`src/cit_pkg.sv`:
```
// cit_pkg: register offsets, field positions, reset values and codes for the
// comparator control and converter trigger selector.
// assumes an 8-bit processor data bus with byte addresses in data space.
package cit_pkg;

  // ---------------------------------------------------------------
  // register offsets (data space byte addresses)
  // ---------------------------------------------------------------
  localparam logic [7:0] CMP_CTRL_STATUS_OFS = 8'h50; // comparator_control_status
  localparam logic [7:0] CONV_CTRL_B_OFS     = 8'h7b; // converter_control_b
  localparam logic [7:0] PIN_IN_DISABLE_OFS  = 8'h7f; // comparator_pin_input_disable

  // ---------------------------------------------------------------
  // comparator_control_status fields
  // ---------------------------------------------------------------
  localparam int CMP_DISABLE_BIT   = 7;
  localparam int BANDGAP_SEL_BIT   = 6;
  localparam int CMP_OUT_BIT       = 5;
  localparam int CMP_IRQ_FLAG_BIT  = 4;
  localparam int CMP_IRQ_EN_BIT    = 3;
  localparam int CMP_CAPTURE_BIT   = 2;
  localparam int CMP_IRQ_MODE_HI   = 1;
  localparam int CMP_IRQ_MODE_LO   = 0;

  // ---------------------------------------------------------------
  // converter_control_b fields
  // ---------------------------------------------------------------
  localparam int CMP_MUX_EN_BIT    = 6;
  localparam int TRIG_SRC_HI       = 2;
  localparam int TRIG_SRC_LO       = 0;

  // ---------------------------------------------------------------
  // comparator_pin_input_disable fields
  // ---------------------------------------------------------------
  localparam int NEG_PIN_OFF_BIT   = 1;
  localparam int POS_PIN_OFF_BIT   = 0;

  // ---------------------------------------------------------------
  // reset values
  // ---------------------------------------------------------------
  localparam logic [7:0] CTRL_B_RESET     = 8'h00;
  localparam logic [7:0] PIN_DIS_RESET    = 8'h00;
  localparam logic [1:0] IRQ_MODE_RESET   = 2'h0;
  localparam logic [2:0] TRIG_SRC_RESET   = 3'h0;
  localparam logic [2:0] CHAN_SEL_RESET   = 3'h0;

  // number of analog channels that may replace the negative input
  localparam int NUM_CHANNELS = 8;

  // ---------------------------------------------------------------
  // interrupt mode codes
  // ---------------------------------------------------------------
  typedef enum logic [1:0] {
    CIT_MODE_TOGGLE   = 2'b00,
    CIT_MODE_RESERVED = 2'b01,
    CIT_MODE_FALLING  = 2'b10,
    CIT_MODE_RISING   = 2'b11
  } cit_irq_mode_e;

  // ---------------------------------------------------------------
  // auto trigger source codes
  // ---------------------------------------------------------------
  typedef enum logic [2:0] {
    CIT_TRIG_FREE_RUN = 3'b000,
    CIT_TRIG_CMP      = 3'b001,
    CIT_TRIG_EXT_INT0 = 3'b010,
    CIT_TRIG_T0_CMPA  = 3'b011,
    CIT_TRIG_T0_OVF   = 3'b100,
    CIT_TRIG_T1_CMPB  = 3'b101,
    CIT_TRIG_T1_OVF   = 3'b110,
    CIT_TRIG_T1_CAPT  = 3'b111
  } cit_trig_src_e;

endpackage

```
`src/cit_sync.sv`:
```
// cit_sync: two flip-flop synchroniser for one asynchronous level.
// assumes the input comes from outside the core_clk domain.
`timescale 1ns/1ps
`default_nettype none

module cit_sync (
  input  wire logic core_clk,   // system clock
  input  wire logic reset_n,    // asynchronous reset, active low
  input  wire logic async_in,   // level from another domain
  output logic      sync_out    // level safe to use in core_clk domain
);

  logic stage1;                 // metastable stage, read only by stage two

  // ---------------------------------------------------------------
  // two stage capture
  // ---------------------------------------------------------------
  always_ff @(posedge core_clk or negedge reset_n) begin
    if (!reset_n) begin
      stage1   <= 1'b0;
      sync_out <= 1'b0;
    end else begin
      stage1   <= async_in;
      sync_out <= stage1;
    end
  end

endmodule

`default_nettype wire

```
`src/cit_top.sv`:
```
// cit_top: comparator control, negative/positive input select, output
// synchroniser, interrupt flag, capture routing, pin input disable and the
// converter auto trigger selector.
// assumes one-cycle bus strobes on core_clk, and analog select outputs that
// drive the analog switch network directly.
`timescale 1ns/1ps
`default_nettype none

module cit_top (
  input  wire logic       core_clk,             // system clock, 250 MHz
  input  wire logic       reset_n,              // asynchronous reset, active low
  // processor data bus
  input  wire logic [7:0] bus_addr,             // data space byte address
  input  wire logic [7:0] bus_wdata,            // write data
  input  wire logic       bus_wr,               // write strobe, one cycle
  input  wire logic       bus_rd,               // read strobe, one cycle
  output logic      [7:0] bus_rdata,            // read data, valid cycle after bus_rd
  // signals from neighbouring blocks (same clock)
  input  wire logic       converter_enable,     // converter switched on
  input  wire logic [2:0] channel_select,       // low bits of converter mux select
  input  wire logic       auto_trigger_enable,  // converter auto trigger on
  input  wire logic       conv_done_flag,       // converter completion flag
  input  wire logic       ext_int0_flag,        // external interrupt 0 flag
  input  wire logic       t0_cmpa_flag,         // timer0 compare A flag
  input  wire logic       t0_ovf_flag,          // timer0 overflow flag
  input  wire logic       t1_cmpb_flag,         // timer1 compare B flag
  input  wire logic       t1_ovf_flag,          // timer1 overflow flag
  input  wire logic       t1_capt_flag,         // timer1 capture flag
  input  wire logic       global_irq_enable,    // interrupt bit of cpu_status_word
  input  wire logic       cmp_irq_ack,          // vector taken, one cycle pulse
  // analog comparator and pins
  input  wire logic       cmp_raw_out,          // comparator output, asynchronous
  input  wire logic       pos_pin_raw,          // digital level of positive pin
  input  wire logic       neg_pin_raw,          // digital level of negative pin
  output logic            cmp_power_down,       // comparator power switch
  output logic            bandgap_to_pos,       // bandgap on positive input
  output logic            neg_from_channel,     // channel drives negative input
  output logic      [7:0] neg_channel_onehot,   // which channel drives it
  output logic            pos_pin_input_off,    // positive pin buffer off
  output logic            neg_pin_input_off,    // negative pin buffer off
  output logic            pos_pin_port_bit,     // port read value of positive pin
  output logic            neg_pin_port_bit,     // port read value of negative pin
  // outputs to timer and converter
  output logic            capture_input,        // to timer1 capture front end
  output logic            capture_from_cmp,     // capture source is comparator
  output logic            cmp_irq_req,          // comparator interrupt request
  output logic            conv_auto_start       // auto trigger start, one cycle
);

  // ---------------------------------------------------------------
  // register state
  // ---------------------------------------------------------------
  logic       cmp_disable;        // comparator power off
  logic       bandgap_select;     // bandgap on positive input
  logic       cmp_irq_flag;       // sticky interrupt flag
  logic       cmp_irq_enable;     // interrupt enable
  logic       cmp_capture_route;  // route output to timer capture
  logic [1:0] cmp_irq_mode;       // event selection
  logic       cmp_mux_enable;     // allow channel on negative input
  logic [2:0] auto_trigger_source;// trigger source code
  logic       pos_in_off;         // positive pin digital buffer off
  logic       neg_in_off;         // negative pin digital buffer off

  // ---------------------------------------------------------------
  // synchronised levels
  // ---------------------------------------------------------------
  logic cmp_output_status;        // synchronised comparator output
  logic cmp_prev;                 // previous synchronised sample
  logic pos_pin_sync;             // synchronised positive pin level
  logic neg_pin_sync;             // synchronised negative pin level

  // ---------------------------------------------------------------
  // decode
  // ---------------------------------------------------------------
  logic wr_csr;                   // write to comparator_control_status
  logic wr_ctrl_b;                // write to converter_control_b
  logic wr_pin_dis;               // write to comparator_pin_input_disable
  logic cmp_event;                // event matches selected mode
  logic trig_level;               // selected trigger flag level
  logic trig_prev;                // selected flag level one cycle earlier
  logic next_irq_flag;            // next value of interrupt flag
  logic [7:0] next_onehot;        // per-channel switch decode, registered below

  assign wr_csr     = bus_wr && (bus_addr == cit_pkg::CMP_CTRL_STATUS_OFS);
  assign wr_ctrl_b  = bus_wr && (bus_addr == cit_pkg::CONV_CTRL_B_OFS);
  assign wr_pin_dis = bus_wr && (bus_addr == cit_pkg::PIN_IN_DISABLE_OFS);

  for (genvar g = 0; g < cit_pkg::NUM_CHANNELS; g++) begin : g_chan
    assign next_onehot[g] = cmp_mux_enable && !converter_enable
                            && (channel_select == 3'(g));
  end

  // ---------------------------------------------------------------
  // synchronisers
  // ---------------------------------------------------------------
  // comparator output goes high when positive input exceeds negative
  cit_sync u_sync_cmp (
    .core_clk (core_clk),
    .reset_n  (reset_n),
    .async_in (cmp_raw_out),
    .sync_out (cmp_output_status)  // two flops: one to two cycles latency
  );

  cit_sync u_sync_pos (
    .core_clk (core_clk),
    .reset_n  (reset_n),
    .async_in (pos_pin_raw),
    .sync_out (pos_pin_sync)
  );

  cit_sync u_sync_neg (
    .core_clk (core_clk),
    .reset_n  (reset_n),
    .async_in (neg_pin_raw),
    .sync_out (neg_pin_sync)
  );

  // ---------------------------------------------------------------
  // comparator control register
  // ---------------------------------------------------------------
  // software writes every writable bit; the flag is handled separately
  always_ff @(posedge core_clk or negedge reset_n) begin
    if (!reset_n) begin
      cmp_disable       <= 1'b0;
      bandgap_select    <= 1'b0;
      cmp_irq_enable    <= 1'b0;
      cmp_capture_route <= 1'b0;
      cmp_irq_mode      <= cit_pkg::IRQ_MODE_RESET;
    end else if (wr_csr) begin
      cmp_disable       <= bus_wdata[cit_pkg::CMP_DISABLE_BIT];
      bandgap_select    <= bus_wdata[cit_pkg::BANDGAP_SEL_BIT];
      cmp_irq_enable    <= bus_wdata[cit_pkg::CMP_IRQ_EN_BIT];
      cmp_capture_route <= bus_wdata[cit_pkg::CMP_CAPTURE_BIT];
      cmp_irq_mode      <= bus_wdata[cit_pkg::CMP_IRQ_MODE_HI:cit_pkg::CMP_IRQ_MODE_LO];
    end
  end

  // ---------------------------------------------------------------
  // converter control b and pin input disable registers
  // ---------------------------------------------------------------
  always_ff @(posedge core_clk or negedge reset_n) begin
    if (!reset_n) begin
      cmp_mux_enable      <= cit_pkg::CTRL_B_RESET[cit_pkg::CMP_MUX_EN_BIT];
      auto_trigger_source <= cit_pkg::TRIG_SRC_RESET;
    end else if (wr_ctrl_b) begin
      cmp_mux_enable      <= bus_wdata[cit_pkg::CMP_MUX_EN_BIT];
      auto_trigger_source <= bus_wdata[cit_pkg::TRIG_SRC_HI:cit_pkg::TRIG_SRC_LO];
    end
  end

  always_ff @(posedge core_clk or negedge reset_n) begin
    if (!reset_n) begin
      pos_in_off <= cit_pkg::PIN_DIS_RESET[cit_pkg::POS_PIN_OFF_BIT];
      neg_in_off <= cit_pkg::PIN_DIS_RESET[cit_pkg::NEG_PIN_OFF_BIT];
    end else if (wr_pin_dis) begin
      pos_in_off <= bus_wdata[cit_pkg::POS_PIN_OFF_BIT];
      neg_in_off <= bus_wdata[cit_pkg::NEG_PIN_OFF_BIT];
    end
  end

  // ---------------------------------------------------------------
  // event detection
  // ---------------------------------------------------------------
  // previous sample kept every cycle so edges span exactly one cycle
  always_ff @(posedge core_clk or negedge reset_n) begin
    if (!reset_n) begin
      cmp_prev <= 1'b0;
    end else begin
      cmp_prev <= cmp_output_status;
    end
  end

  // mode decode; the reserved code raises nothing
  always_comb begin
    cmp_event = 1'b0;
    case (cit_pkg::cit_irq_mode_e'(cmp_irq_mode))
      cit_pkg::CIT_MODE_TOGGLE:   cmp_event = cmp_output_status ^ cmp_prev;
      cit_pkg::CIT_MODE_FALLING:  cmp_event = cmp_prev && !cmp_output_status;
      cit_pkg::CIT_MODE_RISING:   cmp_event = !cmp_prev && cmp_output_status;
      cit_pkg::CIT_MODE_RESERVED: cmp_event = 1'b0;
      default:                    cmp_event = 1'b0;
    endcase
  end

  // ---------------------------------------------------------------
  // interrupt flag
  // ---------------------------------------------------------------
  // a new event wins over a clear in the same cycle so no edge is lost.
  // mode changes with the enable set cannot flag spuriously; an event needs
  // a real edge of the synchronised output, so the logic needs no guard
  always_comb begin
    next_irq_flag = cmp_irq_flag;
    if (cmp_irq_ack || (wr_csr && bus_wdata[cit_pkg::CMP_IRQ_FLAG_BIT])) begin
      next_irq_flag = 1'b0;
    end
    if (cmp_event) begin
      next_irq_flag = 1'b1;
    end
  end

  always_ff @(posedge core_clk or negedge reset_n) begin
    if (!reset_n) begin
      cmp_irq_flag <= 1'b0;
    end else begin
      cmp_irq_flag <= next_irq_flag;
    end
  end

  // ---------------------------------------------------------------
  // auto trigger source selection
  // ---------------------------------------------------------------
  // the comparator source is its own interrupt flag
  always_comb begin
    trig_level = 1'b0;
    case (cit_pkg::cit_trig_src_e'(auto_trigger_source))
      cit_pkg::CIT_TRIG_FREE_RUN: trig_level = conv_done_flag;
      cit_pkg::CIT_TRIG_CMP:      trig_level = cmp_irq_flag;
      cit_pkg::CIT_TRIG_EXT_INT0: trig_level = ext_int0_flag;
      cit_pkg::CIT_TRIG_T0_CMPA:  trig_level = t0_cmpa_flag;
      cit_pkg::CIT_TRIG_T0_OVF:   trig_level = t0_ovf_flag;
      cit_pkg::CIT_TRIG_T1_CMPB:  trig_level = t1_cmpb_flag;
      cit_pkg::CIT_TRIG_T1_OVF:   trig_level = t1_ovf_flag;
      cit_pkg::CIT_TRIG_T1_CAPT:  trig_level = t1_capt_flag;
      default:                    trig_level = 1'b0;
    endcase
  end

  // the previous level is taken from the mux output, so a switch from a
  // cleared source to a set one looks like a rising edge
  always_ff @(posedge core_clk or negedge reset_n) begin
    if (!reset_n) begin
      trig_prev <= 1'b0;
    end else begin
      trig_prev <= trig_level;
    end
  end

  // start pulse; free running mode never pulses here, it is restarted by
  // the converter itself on completion, so switching to it is silent
  always_ff @(posedge core_clk or negedge reset_n) begin
    if (!reset_n) begin
      conv_auto_start <= 1'b0;
    end else begin
      conv_auto_start <= auto_trigger_enable && converter_enable
                         && (auto_trigger_source != cit_pkg::CIT_TRIG_FREE_RUN)
                         && trig_level && !trig_prev;
    end
  end

  // ---------------------------------------------------------------
  // analog steering and pin outputs
  // ---------------------------------------------------------------
  // registered so every output comes from a flop; one cycle of lag is
  // far below the analog settling time anyway
  always_ff @(posedge core_clk or negedge reset_n) begin
    if (!reset_n) begin
      cmp_power_down     <= 1'b0;
      bandgap_to_pos     <= 1'b0;
      neg_from_channel   <= 1'b0;
      neg_channel_onehot <= 8'h00;
    end else begin
      cmp_power_down     <= cmp_disable;
      bandgap_to_pos     <= bandgap_select;
      neg_from_channel   <= cmp_mux_enable && !converter_enable;
      neg_channel_onehot <= next_onehot;
    end
  end

  // digital buffer off forces the port bit to zero
  always_ff @(posedge core_clk or negedge reset_n) begin
    if (!reset_n) begin
      pos_pin_input_off <= 1'b0;
      neg_pin_input_off <= 1'b0;
      pos_pin_port_bit  <= 1'b0;
      neg_pin_port_bit  <= 1'b0;
    end else begin
      pos_pin_input_off <= pos_in_off;
      neg_pin_input_off <= neg_in_off;
      pos_pin_port_bit  <= pos_pin_sync && !pos_in_off;
      neg_pin_port_bit  <= neg_pin_sync && !neg_in_off;
    end
  end

  // ---------------------------------------------------------------
  // capture routing and interrupt request
  // ---------------------------------------------------------------
  always_ff @(posedge core_clk or negedge reset_n) begin
    if (!reset_n) begin
      capture_input    <= 1'b0;
      capture_from_cmp <= 1'b0;
      cmp_irq_req      <= 1'b0;
    end else begin
      capture_input    <= cmp_capture_route && cmp_output_status;
      capture_from_cmp <= cmp_capture_route;
      cmp_irq_req      <= next_irq_flag && cmp_irq_enable
                          && global_irq_enable && !cmp_irq_ack;
    end
  end

  // ---------------------------------------------------------------
  // read data
  // ---------------------------------------------------------------
  // unmapped addresses and unused bits read zero
  always_ff @(posedge core_clk or negedge reset_n) begin
    if (!reset_n) begin
      bus_rdata <= 8'h00;
    end else if (bus_rd) begin
      case (bus_addr)
        cit_pkg::CMP_CTRL_STATUS_OFS: bus_rdata <= {cmp_disable, bandgap_select,
                                                    cmp_output_status, cmp_irq_flag,
                                                    cmp_irq_enable, cmp_capture_route,
                                                    cmp_irq_mode};
        cit_pkg::CONV_CTRL_B_OFS:     bus_rdata <= {1'b0, cmp_mux_enable, 3'h0,
                                                    auto_trigger_source};
        cit_pkg::PIN_IN_DISABLE_OFS:  bus_rdata <= {6'h00, neg_in_off, pos_in_off};
        default:                      bus_rdata <= 8'h00;
      endcase
    end else begin
      bus_rdata <= 8'h00;
    end
  end

endmodule

`default_nettype wire

```
`config.mk`:
```
export PLATFORM = sky130hd
export DESIGN_NAME = cit_top
export DESIGN_NICKNAME = d
export VERILOG_FILES = /design/src/cit_pkg.sv /design/src/cit_sync.sv /design/src/cit_top.sv
export SDC_FILE = /design/constraint.sdc
export NUM_CORES = 1
export LEC_CHECK = 0
export ABC_AREA = 1
export BUFFER_PORTS_ARGS = -buffer_cell sky130_fd_sc_hd__clkbuf_2
export CAP_MARGIN = 20
export CORE_UTILIZATION = 53
export DETAILED_ROUTE_END_ITERATION = 10
export GPL_TIMING_DRIVEN = 0
export PLACE_DENSITY = 0.8
export SLEW_MARGIN = 20
export SYNTH_ARGS = -nofsm -noshare
export SYNTH_HDL_FRONTEND = slang
export SYNTH_SLANG_ARGS = --single-unit
```
`constraint.sdc`:
```
create_clock -name core_clk -period 2.16 [get_ports core_clk]
set_input_delay 0.108 -clock core_clk [delete_from_list [all_inputs] [get_ports core_clk]]
set_output_delay 0.108 -clock core_clk [all_outputs]
set_load 0.02 [all_outputs]
```
==> results of run 1 <==
## logic make-up (layout without fill, tap and decap cells)
kind of cell | Yosys count | count (layout) | share of synthesized area (%)
adder cells (fa/ha/maj) | 2 | 2 | 1.31
AND/OR/NAND/NOR | 101 | 101 | 25.0
buffers and inverters | 28 | 113 | 5.51
AO/OA/AOI/OAI | 19 | 19 | 5.18
flip-flops | 48 | 48 | 63.0
## cell usage after synthesis
cell type and number:
sky130_fd_sc_hd__dfrtp_1 48, sky130_fd_sc_hd__nand2_1 41, sky130_fd_sc_hd__nor2_1 28, sky130_fd_sc_hd__inv_1 26
sky130_fd_sc_hd__nand3_1 16, sky130_fd_sc_hd__o21ai_0 11, sky130_fd_sc_hd__nand4_1 4, sky130_fd_sc_hd__o21ai_1 4
sky130_fd_sc_hd__a21oi_1 3, sky130_fd_sc_hd__and2_1 2, sky130_fd_sc_hd__ha_1 2, sky130_fd_sc_hd__nand2_2 2
sky130_fd_sc_hd__nor2_4 2, sky130_fd_sc_hd__clkbuf_1 1, sky130_fd_sc_hd__inv_2 1, sky130_fd_sc_hd__nand2_4 1
sky130_fd_sc_hd__nor2_2 1, sky130_fd_sc_hd__nor2_8 1, sky130_fd_sc_hd__nor3_1 1, sky130_fd_sc_hd__nor3_4 1
sky130_fd_sc_hd__o221ai_1 1, sky130_fd_sc_hd__or2_2 1
## state kept, by name (all words and copies together) (netlist names), 2 cells and up
signal	flops
auto_trigger_source	3
cmp_irq_mode	2
bus_rdata	8
neg_channel_onehot	8
## power breakdown
part           total (mW)  internal, mW  switching, mW
registers           0.968         0.945         0.0230
clock network       0.477         0.232          0.245
logic               0.207        0.0842          0.123
## cell type report
type                            count  area [um^2]  share of cell area, %
Sequential cell                    48         1200                   47.8
Multi-Input combinational cell    122          601                   23.9
Timing Repair Buffer               79          483                   19.2
Inverter                           27          101                   4.03
Tap cell                           46         57.6                   2.29
Clock buffer                        5         37.5                   1.49
Clock inverter                      1         30.0                   1.19
Buffer                              1         3.75                  0.149
## tightest hold or removal path, stage by stage
cell	delay, ps
sky130_fd_sc_hd__clkbuf_2	80
sky130_fd_sc_hd__nand2_1	50
sky130_fd_sc_hd__or2_2	100
sky130_fd_sc_hd__a21oi_1	30
## metal layers
| layer | track usage [%] | wire (um) | part of all wire, % |
|---|---|---|---|
| met5 | 0 | 0 | 0 |
| met4 | 7.62 | 54 | 1.5 |
| met3 | 4.97 | 159 | 4.5 |
| met2 | 36.0 | 1760 | 49 |
| met1 | 26.6 | 1590 | 45 |
## stage by stage
step                utilization [%]  hold slack (ps)  setup slack [ps]  power (mW)
detailed placement             67.2              184               860        1.17
global route                   74.2             35.8               728        1.73
global placement               67.1              216               909        1.16
finish                         74.2             48.2               847        1.65
floorplan                         -             -188               995        1.08
CTS                            73.9            0.543               850        1.67
## what timing repair did
action	4_1_cts	5_1_grt
endpoints found under the hold margin	68	1
hold buffers	16	1
endpoints found under the setup margin	0	0
## final timing paths
check                                     from                   to
max in group asynchronous              reset_n     neg_from_channel
min reg2reg                  u_sync_neg.stage1  u_sync_neg.sync_out
min                        auto_trigger_enable      conv_auto_start
min in group asynchronous              reset_n       cmp_power_down
max reg2reg                u_sync_cmp.sync_out          cmp_irq_req
max                        u_sync_cmp.sync_out          cmp_irq_req
## placed cells by master (no fill, tap or decap)
| cell | n |
|---|---|
| sky130_fd_sc_hd__clkbuf_2 | 61 |
| sky130_fd_sc_hd__dfrtp_1 | 48 |
| sky130_fd_sc_hd__nand2_1 | 41 |
| sky130_fd_sc_hd__nor2_1 | 28 |
| sky130_fd_sc_hd__inv_1 | 26 |
| sky130_fd_sc_hd__dlygate4sd3_1 | 17 |
| sky130_fd_sc_hd__nand3_1 | 16 |
| sky130_fd_sc_hd__o21ai_0 | 11 |
| sky130_fd_sc_hd__clkbuf_4 | 6 |
| sky130_fd_sc_hd__nand4_1 | 4 |
| sky130_fd_sc_hd__o21ai_1 | 4 |
| sky130_fd_sc_hd__a21oi_1 | 3 |
| sky130_fd_sc_hd__and2_1 | 2 |
| sky130_fd_sc_hd__nor2_4 | 2 |
| sky130_fd_sc_hd__nand2_2 | 2 |
| sky130_fd_sc_hd__ha_1 | 2 |
| sky130_fd_sc_hd__inv_2 | 1 |
| sky130_fd_sc_hd__nor3_4 | 1 |
| sky130_fd_sc_hd__clkbuf_1 | 1 |
| sky130_fd_sc_hd__nor3_1 | 1 |
| sky130_fd_sc_hd__o221ai_1 | 1 |
| sky130_fd_sc_hd__or2_2 | 1 |
| sky130_fd_sc_hd__nor2_2 | 1 |
| sky130_fd_sc_hd__nand2_4 | 1 |
| sky130_fd_sc_hd__nor2_8 | 1 |
| sky130_fd_sc_hd__bufinv_16 | 1 |
==> impl_metrics.xml, run 1 <==
<?xml version="1.0" encoding="UTF-8"?>
<metrics>
  <group name="worst_setup_path">
    <metric name="ff2ff_path_depth" unit="">5</metric>
    <metric name="critical_path.max_fanout" unit="">4</metric>
    <metric name="worst-r2r-setup-slack" unit="ps">850</metric>
    <metric name="kind_of_cell_with_the_highest_combined_delay_on_the_critical_path" unit="">compound AO/OA/AOI/OAI gates</metric>
    <metric name="worstPathArrival" unit="ps">1590</metric>
    <metric name="critical_path_depth" unit="">5</metric>
    <metric name="path_type_of_the_worst_setup_path" unit="">reg -&gt; reg</metric>
    <metric name="setup.worst_path.end_class" unit="">register</metric>
    <metric name="start_kind" unit="">register</metric>
    <metric name="cp_slowest_cell" unit="">sky130_fd_sc_hd__dfrtp_1</metric>
    <metric name="worst-endpoint-required" unit="ps">2430</metric>
    <metric name="cp_slowest_stage_delay" unit="ps">410</metric>
    <metric name="worst_path_bufs_invs" unit="">1</metric>
    <metric name="critical_path.cell_chain" unit="">inv_1, ha_1, o21ai_0, o221ai_1, a21oi_1</metric>
  </group>
  <group name="power">
    <metric name="power_leakage" unit="nW">1.40</metric>
    <metric name="cellPowerDensity" unit="nW/um^2">657</metric>
    <metric name="peakVddDrop" unit="mV">0.400</metric>
  </group>
  <group name="cts">
    <metric name="htree_num_levels" unit="">2</metric>
    <metric name="tritoncts" unit="">yes</metric>
    <metric name="cts_repair_resize_count" unit="">0</metric>
    <metric name="cts_buffers" unit="">5</metric>
    <metric name="cts_post_setup_buffers_inserted" unit="">0</metric>
    <metric name="clock_root_buffer_master" unit="">sky130_fd_sc_hd__clkbuf_4</metric>
    <metric name="cts.sink_count" unit="">48</metric>
    <metric name="cts.reportedPaths.clkPinSlew" unit="ps">120</metric>
    <metric name="insertion_delay" unit="ps">340</metric>
    <metric name="cts-root-to-sink-buffers" unit="">2</metric>
  </group>
  <group name="synthesis">
    <metric name="synth_largest_area_cell" unit="">sky130_fd_sc_hd__dfrtp_1</metric>
    <metric name="postSynthNetCount" unit="">237</metric>
    <metric name="ys_seq_elements" unit="">48</metric>
    <metric name="synth.yosys.warnings" unit="">0</metric>
    <metric name="ys_seq_area_share" unit="%">63.0</metric>
    <metric name="netlist_top_cells_area" unit="">sky130_fd_sc_hd__dfrtp_1 63%, sky130_fd_sc_hd__nand2_1 8.1%, sky130_fd_sc_hd__nor2_1 5.5%</metric>
    <metric name="synthesis.instances" unit="">198</metric>
    <metric name="synthesis.area" unit="um^2">1910</metric>
    <metric name="syn-mean-instance-area" unit="um^2">9.63</metric>
    <metric name="synth.lib_cells_used.distinct" unit="">22</metric>
    <metric name="synth_top_area_share" unit="%">63.0</metric>
  </group>
  <group name="drt">
    <metric name="routed-via-count" unit="">1594</metric>
    <metric name="totalWireLength" unit="um">3560</metric>
    <metric name="drt-initial-drc-count" unit="">67</metric>
    <metric name="vias_per_cell" unit="">4.84</metric>
    <metric name="route.detailed.drc" unit="">0</metric>
    <metric name="final_ant_viol_nets" unit="">0</metric>
    <metric name="route.detailed.wl_per_inst" unit="um">10.8</metric>
    <metric name="drt_pre_antenna_iters" unit="">4</metric>
  </group>
  <group name="die">
    <metric name="design.core.area" unit="um^2">3390</metric>
    <metric name="die_w" unit="um">62.0</metric>
    <metric name="ioPinCount" unit="">64</metric>
    <metric name="fp.dieH" unit="um">62.0</metric>
    <metric name="floorplan.die_area" unit="um^2">3840</metric>
    <metric name="starting_density" unit="%">56.3</metric>
    <metric name="num_rows" unit="">21</metric>
  </group>
  <group name="layout">
    <metric name="drive_gt1_share" unit="%">27.6</metric>
    <metric name="antennaDiodeCount" unit="">0</metric>
    <metric name="finalNonFillerCells" unit="">329</metric>
    <metric name="areaGrowthSynthToFinish" unit="%">31.9</metric>
    <metric name="nets" unit="">323</metric>
    <metric name="fill_cells" unit="">266</metric>
    <metric name="final_standard_cell_area_without_fillers" unit="um^2">2510</metric>
  </group>
  <group name="timing">
    <metric name="skew" unit="ps">2.92</metric>
    <metric name="period_share" unit="%">60.8</metric>
    <metric name="clock_period_minus_final_worst_setup_slack" unit="ps">1310</metric>
    <metric name="fmax" unit="GHz">0.761</metric>
    <metric name="final-setup-viol-count" unit="">0</metric>
    <metric name="grt_setup_unrepaired" unit="">false</metric>
    <metric name="setup_total_negative_slack" unit="ps">0</metric>
    <metric name="worst-slew-pin-transition" unit="ps">609</metric>
    <metric name="timing.max_slew.rel_slack" unit="%">59.4</metric>
    <metric name="timing_hold_violations_final" unit="">0</metric>
    <metric name="slew_viol_final" unit="">0</metric>
  </group>
  <group name="hold_path">
    <metric name="hold_depth" unit="">4</metric>
    <metric name="timing.hold.worst.class" unit="">in -&gt; reg</metric>
  </group>
  <group name="placement">
    <metric name="buffer_ports.inserted" unit="">62</metric>
    <metric name="placement.cell_area" unit="um^2">2280</metric>
    <metric name="gp_congestion" unit="">0.802</metric>
    <metric name="dp.cells" unit="">306</metric>
    <metric name="dp_hpwl" unit="um">2580</metric>
  </group>
  <group name="run">
    <metric name="max-cap-violations" unit="">0</metric>
  </group>
  <group name="grt">
    <metric name="grt_antenna_before_repair" unit="">0</metric>
    <metric name="via_count_of_the_first_global_routing_pass" unit="">1393</metric>
    <metric name="track_usage" unit="%">21.2</metric>
    <metric name="grt_max_degree" unit="">49</metric>
    <metric name="first_pass_grt_wire_length" unit="um">5790</metric>
    <metric name="globalRoute.totalOverflow" unit="">0</metric>
  </group>
  <group name="status">
    <metric name="status" unit="">completed</metric>
  </group>
</metrics>
Power figures use the tool's default switching activity.
==> run 2: changes to the inputs <==
- CORE_UTILIZATION: 53 -> 44
- PLACE_DENSITY: 0.8 -> 0.71
- clock period: 2.16 -> 1.15 ns (I/O delays scaled with it)
==> run 2 against run 1 <==
Against the previous run: the run now ends with setup timing left; fmax rose by 13%; sequential share of layout area up 0.53 points; clock power is 82% higher; register-to-register slack got worse by 850 ps; critical path depth unchanged.
==> impl_metrics.xml, run 2 (synthesized netlist as in run 1, its figures left out) <==
<?xml version="1.0" encoding="UTF-8"?>
<metrics>
  <group name="power">
    <metric name="fin_total_pwr" unit="mW">3.08</metric>
    <metric name="cellPowerDensity" unit="nW/um^2">1240</metric>
    <metric name="peakVddDrop" unit="mV">0.663</metric>
    <metric name="power_leakage" unit="nW">1.37</metric>
  </group>
  <group name="layout">
    <metric name="nets" unit="">315</metric>
    <metric name="antennaDiodeCount" unit="">0</metric>
    <metric name="final_standard_cell_area_without_fillers" unit="um^2">2490</metric>
    <metric name="layout_commonest_cell" unit="">sky130_fd_sc_hd__clkbuf_2</metric>
    <metric name="areaGrowthSynthToFinish" unit="%">30.7</metric>
    <metric name="most-common-layout-cells" unit="">61 x sky130_fd_sc_hd__clkbuf_2, 46 x sky130_fd_sc_hd__dfrtp_1, 41 x sky130_fd_sc_hd__nand2_1</metric>
    <metric name="drive_gt1_share" unit="%">32.1</metric>
    <metric name="layout_top_registers" unit="">bus_rdata x8, neg_channel_onehot x8, auto_trigger_source x3</metric>
  </group>
  <group name="placement">
    <metric name="buffer_ports.inserted" unit="">62</metric>
    <metric name="dp_hpwl" unit="um">2560</metric>
    <metric name="placement.cell_area" unit="um^2">2280</metric>
    <metric name="gp_congestion" unit="">0.773</metric>
  </group>
  <group name="drt">
    <metric name="drt_pre_antenna_iters" unit="">4</metric>
    <metric name="final_ant_viol_nets" unit="">0</metric>
    <metric name="route.detailed.wl_per_inst" unit="um">11.3</metric>
    <metric name="totalWireLength" unit="um">3660</metric>
    <metric name="vias_per_cell" unit="">4.63</metric>
    <metric name="route.detailed.drc" unit="">0</metric>
    <metric name="routed-via-count" unit="">1499</metric>
    <metric name="drt-initial-drc-count" unit="">75</metric>
  </group>
  <group name="worst_setup_path">
    <metric name="regToRegEndpoint" unit="">cmp_irq_req</metric>
    <metric name="critical_path.max_fanout" unit="">2</metric>
    <metric name="setup.worst_path.end_class" unit="">register</metric>
    <metric name="worst-endpoint-required" unit="ps">1370</metric>
    <metric name="worst-r2r-setup-slack" unit="ps">-7</metric>
    <metric name="worstPathArrival" unit="ps">1370</metric>
    <metric name="start_kind" unit="">register</metric>
    <metric name="ff2ff_path_depth" unit="">5</metric>
    <metric name="critical_path.cell_chain" unit="">inv_2, ha_4, o21ai_4, o221ai_2, a21oi_2</metric>
    <metric name="rr_startpoint" unit="">u_sync_cmp.sync_out</metric>
    <metric name="critPathCapture" unit="">cmp_irq_req</metric>
    <metric name="cp_slowest_cell" unit="">sky130_fd_sc_hd__dfrtp_1</metric>
    <metric name="critPathLaunch" unit="">u_sync_cmp.sync_out</metric>
    <metric name="path_type_of_the_worst_setup_path" unit="">reg -&gt; reg</metric>
    <metric name="cp_slowest_stage_delay" unit="ps">410</metric>
  </group>
  <group name="timing">
    <metric name="slew_viol_final" unit="">0</metric>
    <metric name="timing_hold_violations_final" unit="">0</metric>
    <metric name="final-setup-viol-count" unit="">1</metric>
    <metric name="period_share" unit="%">101</metric>
    <metric name="skew" unit="ps">2.26</metric>
    <metric name="post-route-worst-setup-slack" unit="ps">-7.44</metric>
    <metric name="worst-slew-pin-transition" unit="ps">626</metric>
    <metric name="clock_period_minus_final_worst_setup_slack" unit="ps">1160</metric>
    <metric name="fmax" unit="GHz">0.864</metric>
    <metric name="timing.max_slew.rel_slack" unit="%">58.3</metric>
    <metric name="grt_setup_unrepaired" unit="">true</metric>
  </group>
  <group name="cts">
    <metric name="cts.sink_count" unit="">48</metric>
    <metric name="cts_buffers" unit="">5</metric>
    <metric name="tritoncts" unit="">yes</metric>
    <metric name="insertion_delay" unit="ps">290</metric>
    <metric name="clock_root_buffer_master" unit="">sky130_fd_sc_hd__clkbuf_8</metric>
    <metric name="htree_num_levels" unit="">2</metric>
    <metric name="cts.reportedPaths.clkPinSlew" unit="ps">70</metric>
    <metric name="cts-root-to-sink-buffers" unit="">2</metric>
  </group>
  <group name="die">
    <metric name="design.core.area" unit="um^2">4090</metric>
    <metric name="starting_density" unit="%">46.7</metric>
    <metric name="floorplan.die_area" unit="um^2">4600</metric>
    <metric name="fp.dieH" unit="um">67.8</metric>
    <metric name="ioPinCount" unit="">64</metric>
    <metric name="die_w" unit="um">67.8</metric>
    <metric name="num_rows" unit="">23</metric>
  </group>
  <group name="grt">
    <metric name="track_usage" unit="%">17.9</metric>
    <metric name="grt_antenna_before_repair" unit="">0</metric>
    <metric name="globalRoute.totalOverflow" unit="">0</metric>
    <metric name="via_count_of_the_first_global_routing_pass" unit="">1392</metric>
    <metric name="grt_max_degree" unit="">49</metric>
    <metric name="first_pass_grt_wire_length" unit="um">5800</metric>
  </group>
  <group name="status">
    <metric name="status" unit="">finished, violations left</metric>
    <metric name="failed_checks" unit="">setup timing</metric>
  </group>
  <group name="hold_path">
    <metric name="timing.hold.worst.class" unit="">in -&gt; reg</metric>
    <metric name="hold_depth" unit="">3</metric>
  </group>
  <group name="run">
    <metric name="max-cap-violations" unit="">0</metric>
  </group>
</metrics>
[run 2: final cells by class]
type                            count  area, um^2
Inverter                           27         101
Multi-Input combinational cell    122         647
Clock buffer                        5        68.8
Fill cell                         368        1590
Timing Repair Buffer               72         409
Sequential cell                    48        1200
Tap cell                           50        62.6
[run 2: critical path: cells and delay by family, from the launching register on]
family	cells	cell delay (ps)
fa+ha+maj	1	200
buf+inv	1	80
flops	1	410
compound gates	3	390
[run 2: worst min-delay path by stage]
stage | startpoint | end | slack [ps]
4_1_cts | bus_wdata[3] | cmp_irq_enable | 2
6_report | bus_wdata[3] | cmp_irq_enable | 6
3_5_place_dp | reset_n | bus_rdata[4] | 150
5_1_grt | bus_wdata[6] | cmp_mux_enable | 6
3_3_place_gp | pos_pin_raw | u_sync_pos.stage1 | 170
2_1_floorplan | reset_n | auto_trigger_source[0] | -240
[run 2: what timing repair did]
action | 4_1_cts | 5_1_grt
resized for setup | 5 | 7
hold buffers | 7 | 0
pin swaps | 4 | 4
cloned | 0 | 0
endpoints found under the hold margin | 54 | 0
setup buffers | 2 | 1
setup endpoints to repair | 4 | 4
[run 2: report_power, final]
group	internal (mW)	switching [mW]
registers	1.78	0.0510
clock network	0.392	0.474
logic	0.154	0.236
total	2.32	0.761
[run 2: layer usage]
layer	wire, um	part of all wire, %	vias to the layer above	GRT usage [%]
li1	-	-	771	-
met1	1660	45	671	20.9
met2	1740	48	51	30.4
met3	198	5.4	6	5.17
met4	61	1.7	0	8.07
met5	0	0	-	0
[run 2: through the flow]
step	hold WS [ps]	utilization, %	setup TNS (ps)	setup WS, ps	instances
2_1_floorplan	-238	-	0	1.69	198
3_3_place_gp	166	55.8	-221	-155	310
3_5_place_dp	148	55.8	-296	-174	310
4_1_cts	1.54	60.1	-15.7	-15.7	323
5_1_grt	6.47	61.0	-104	-75.4	324
6_report	6.36	61.0	-7.44	-7.44	324
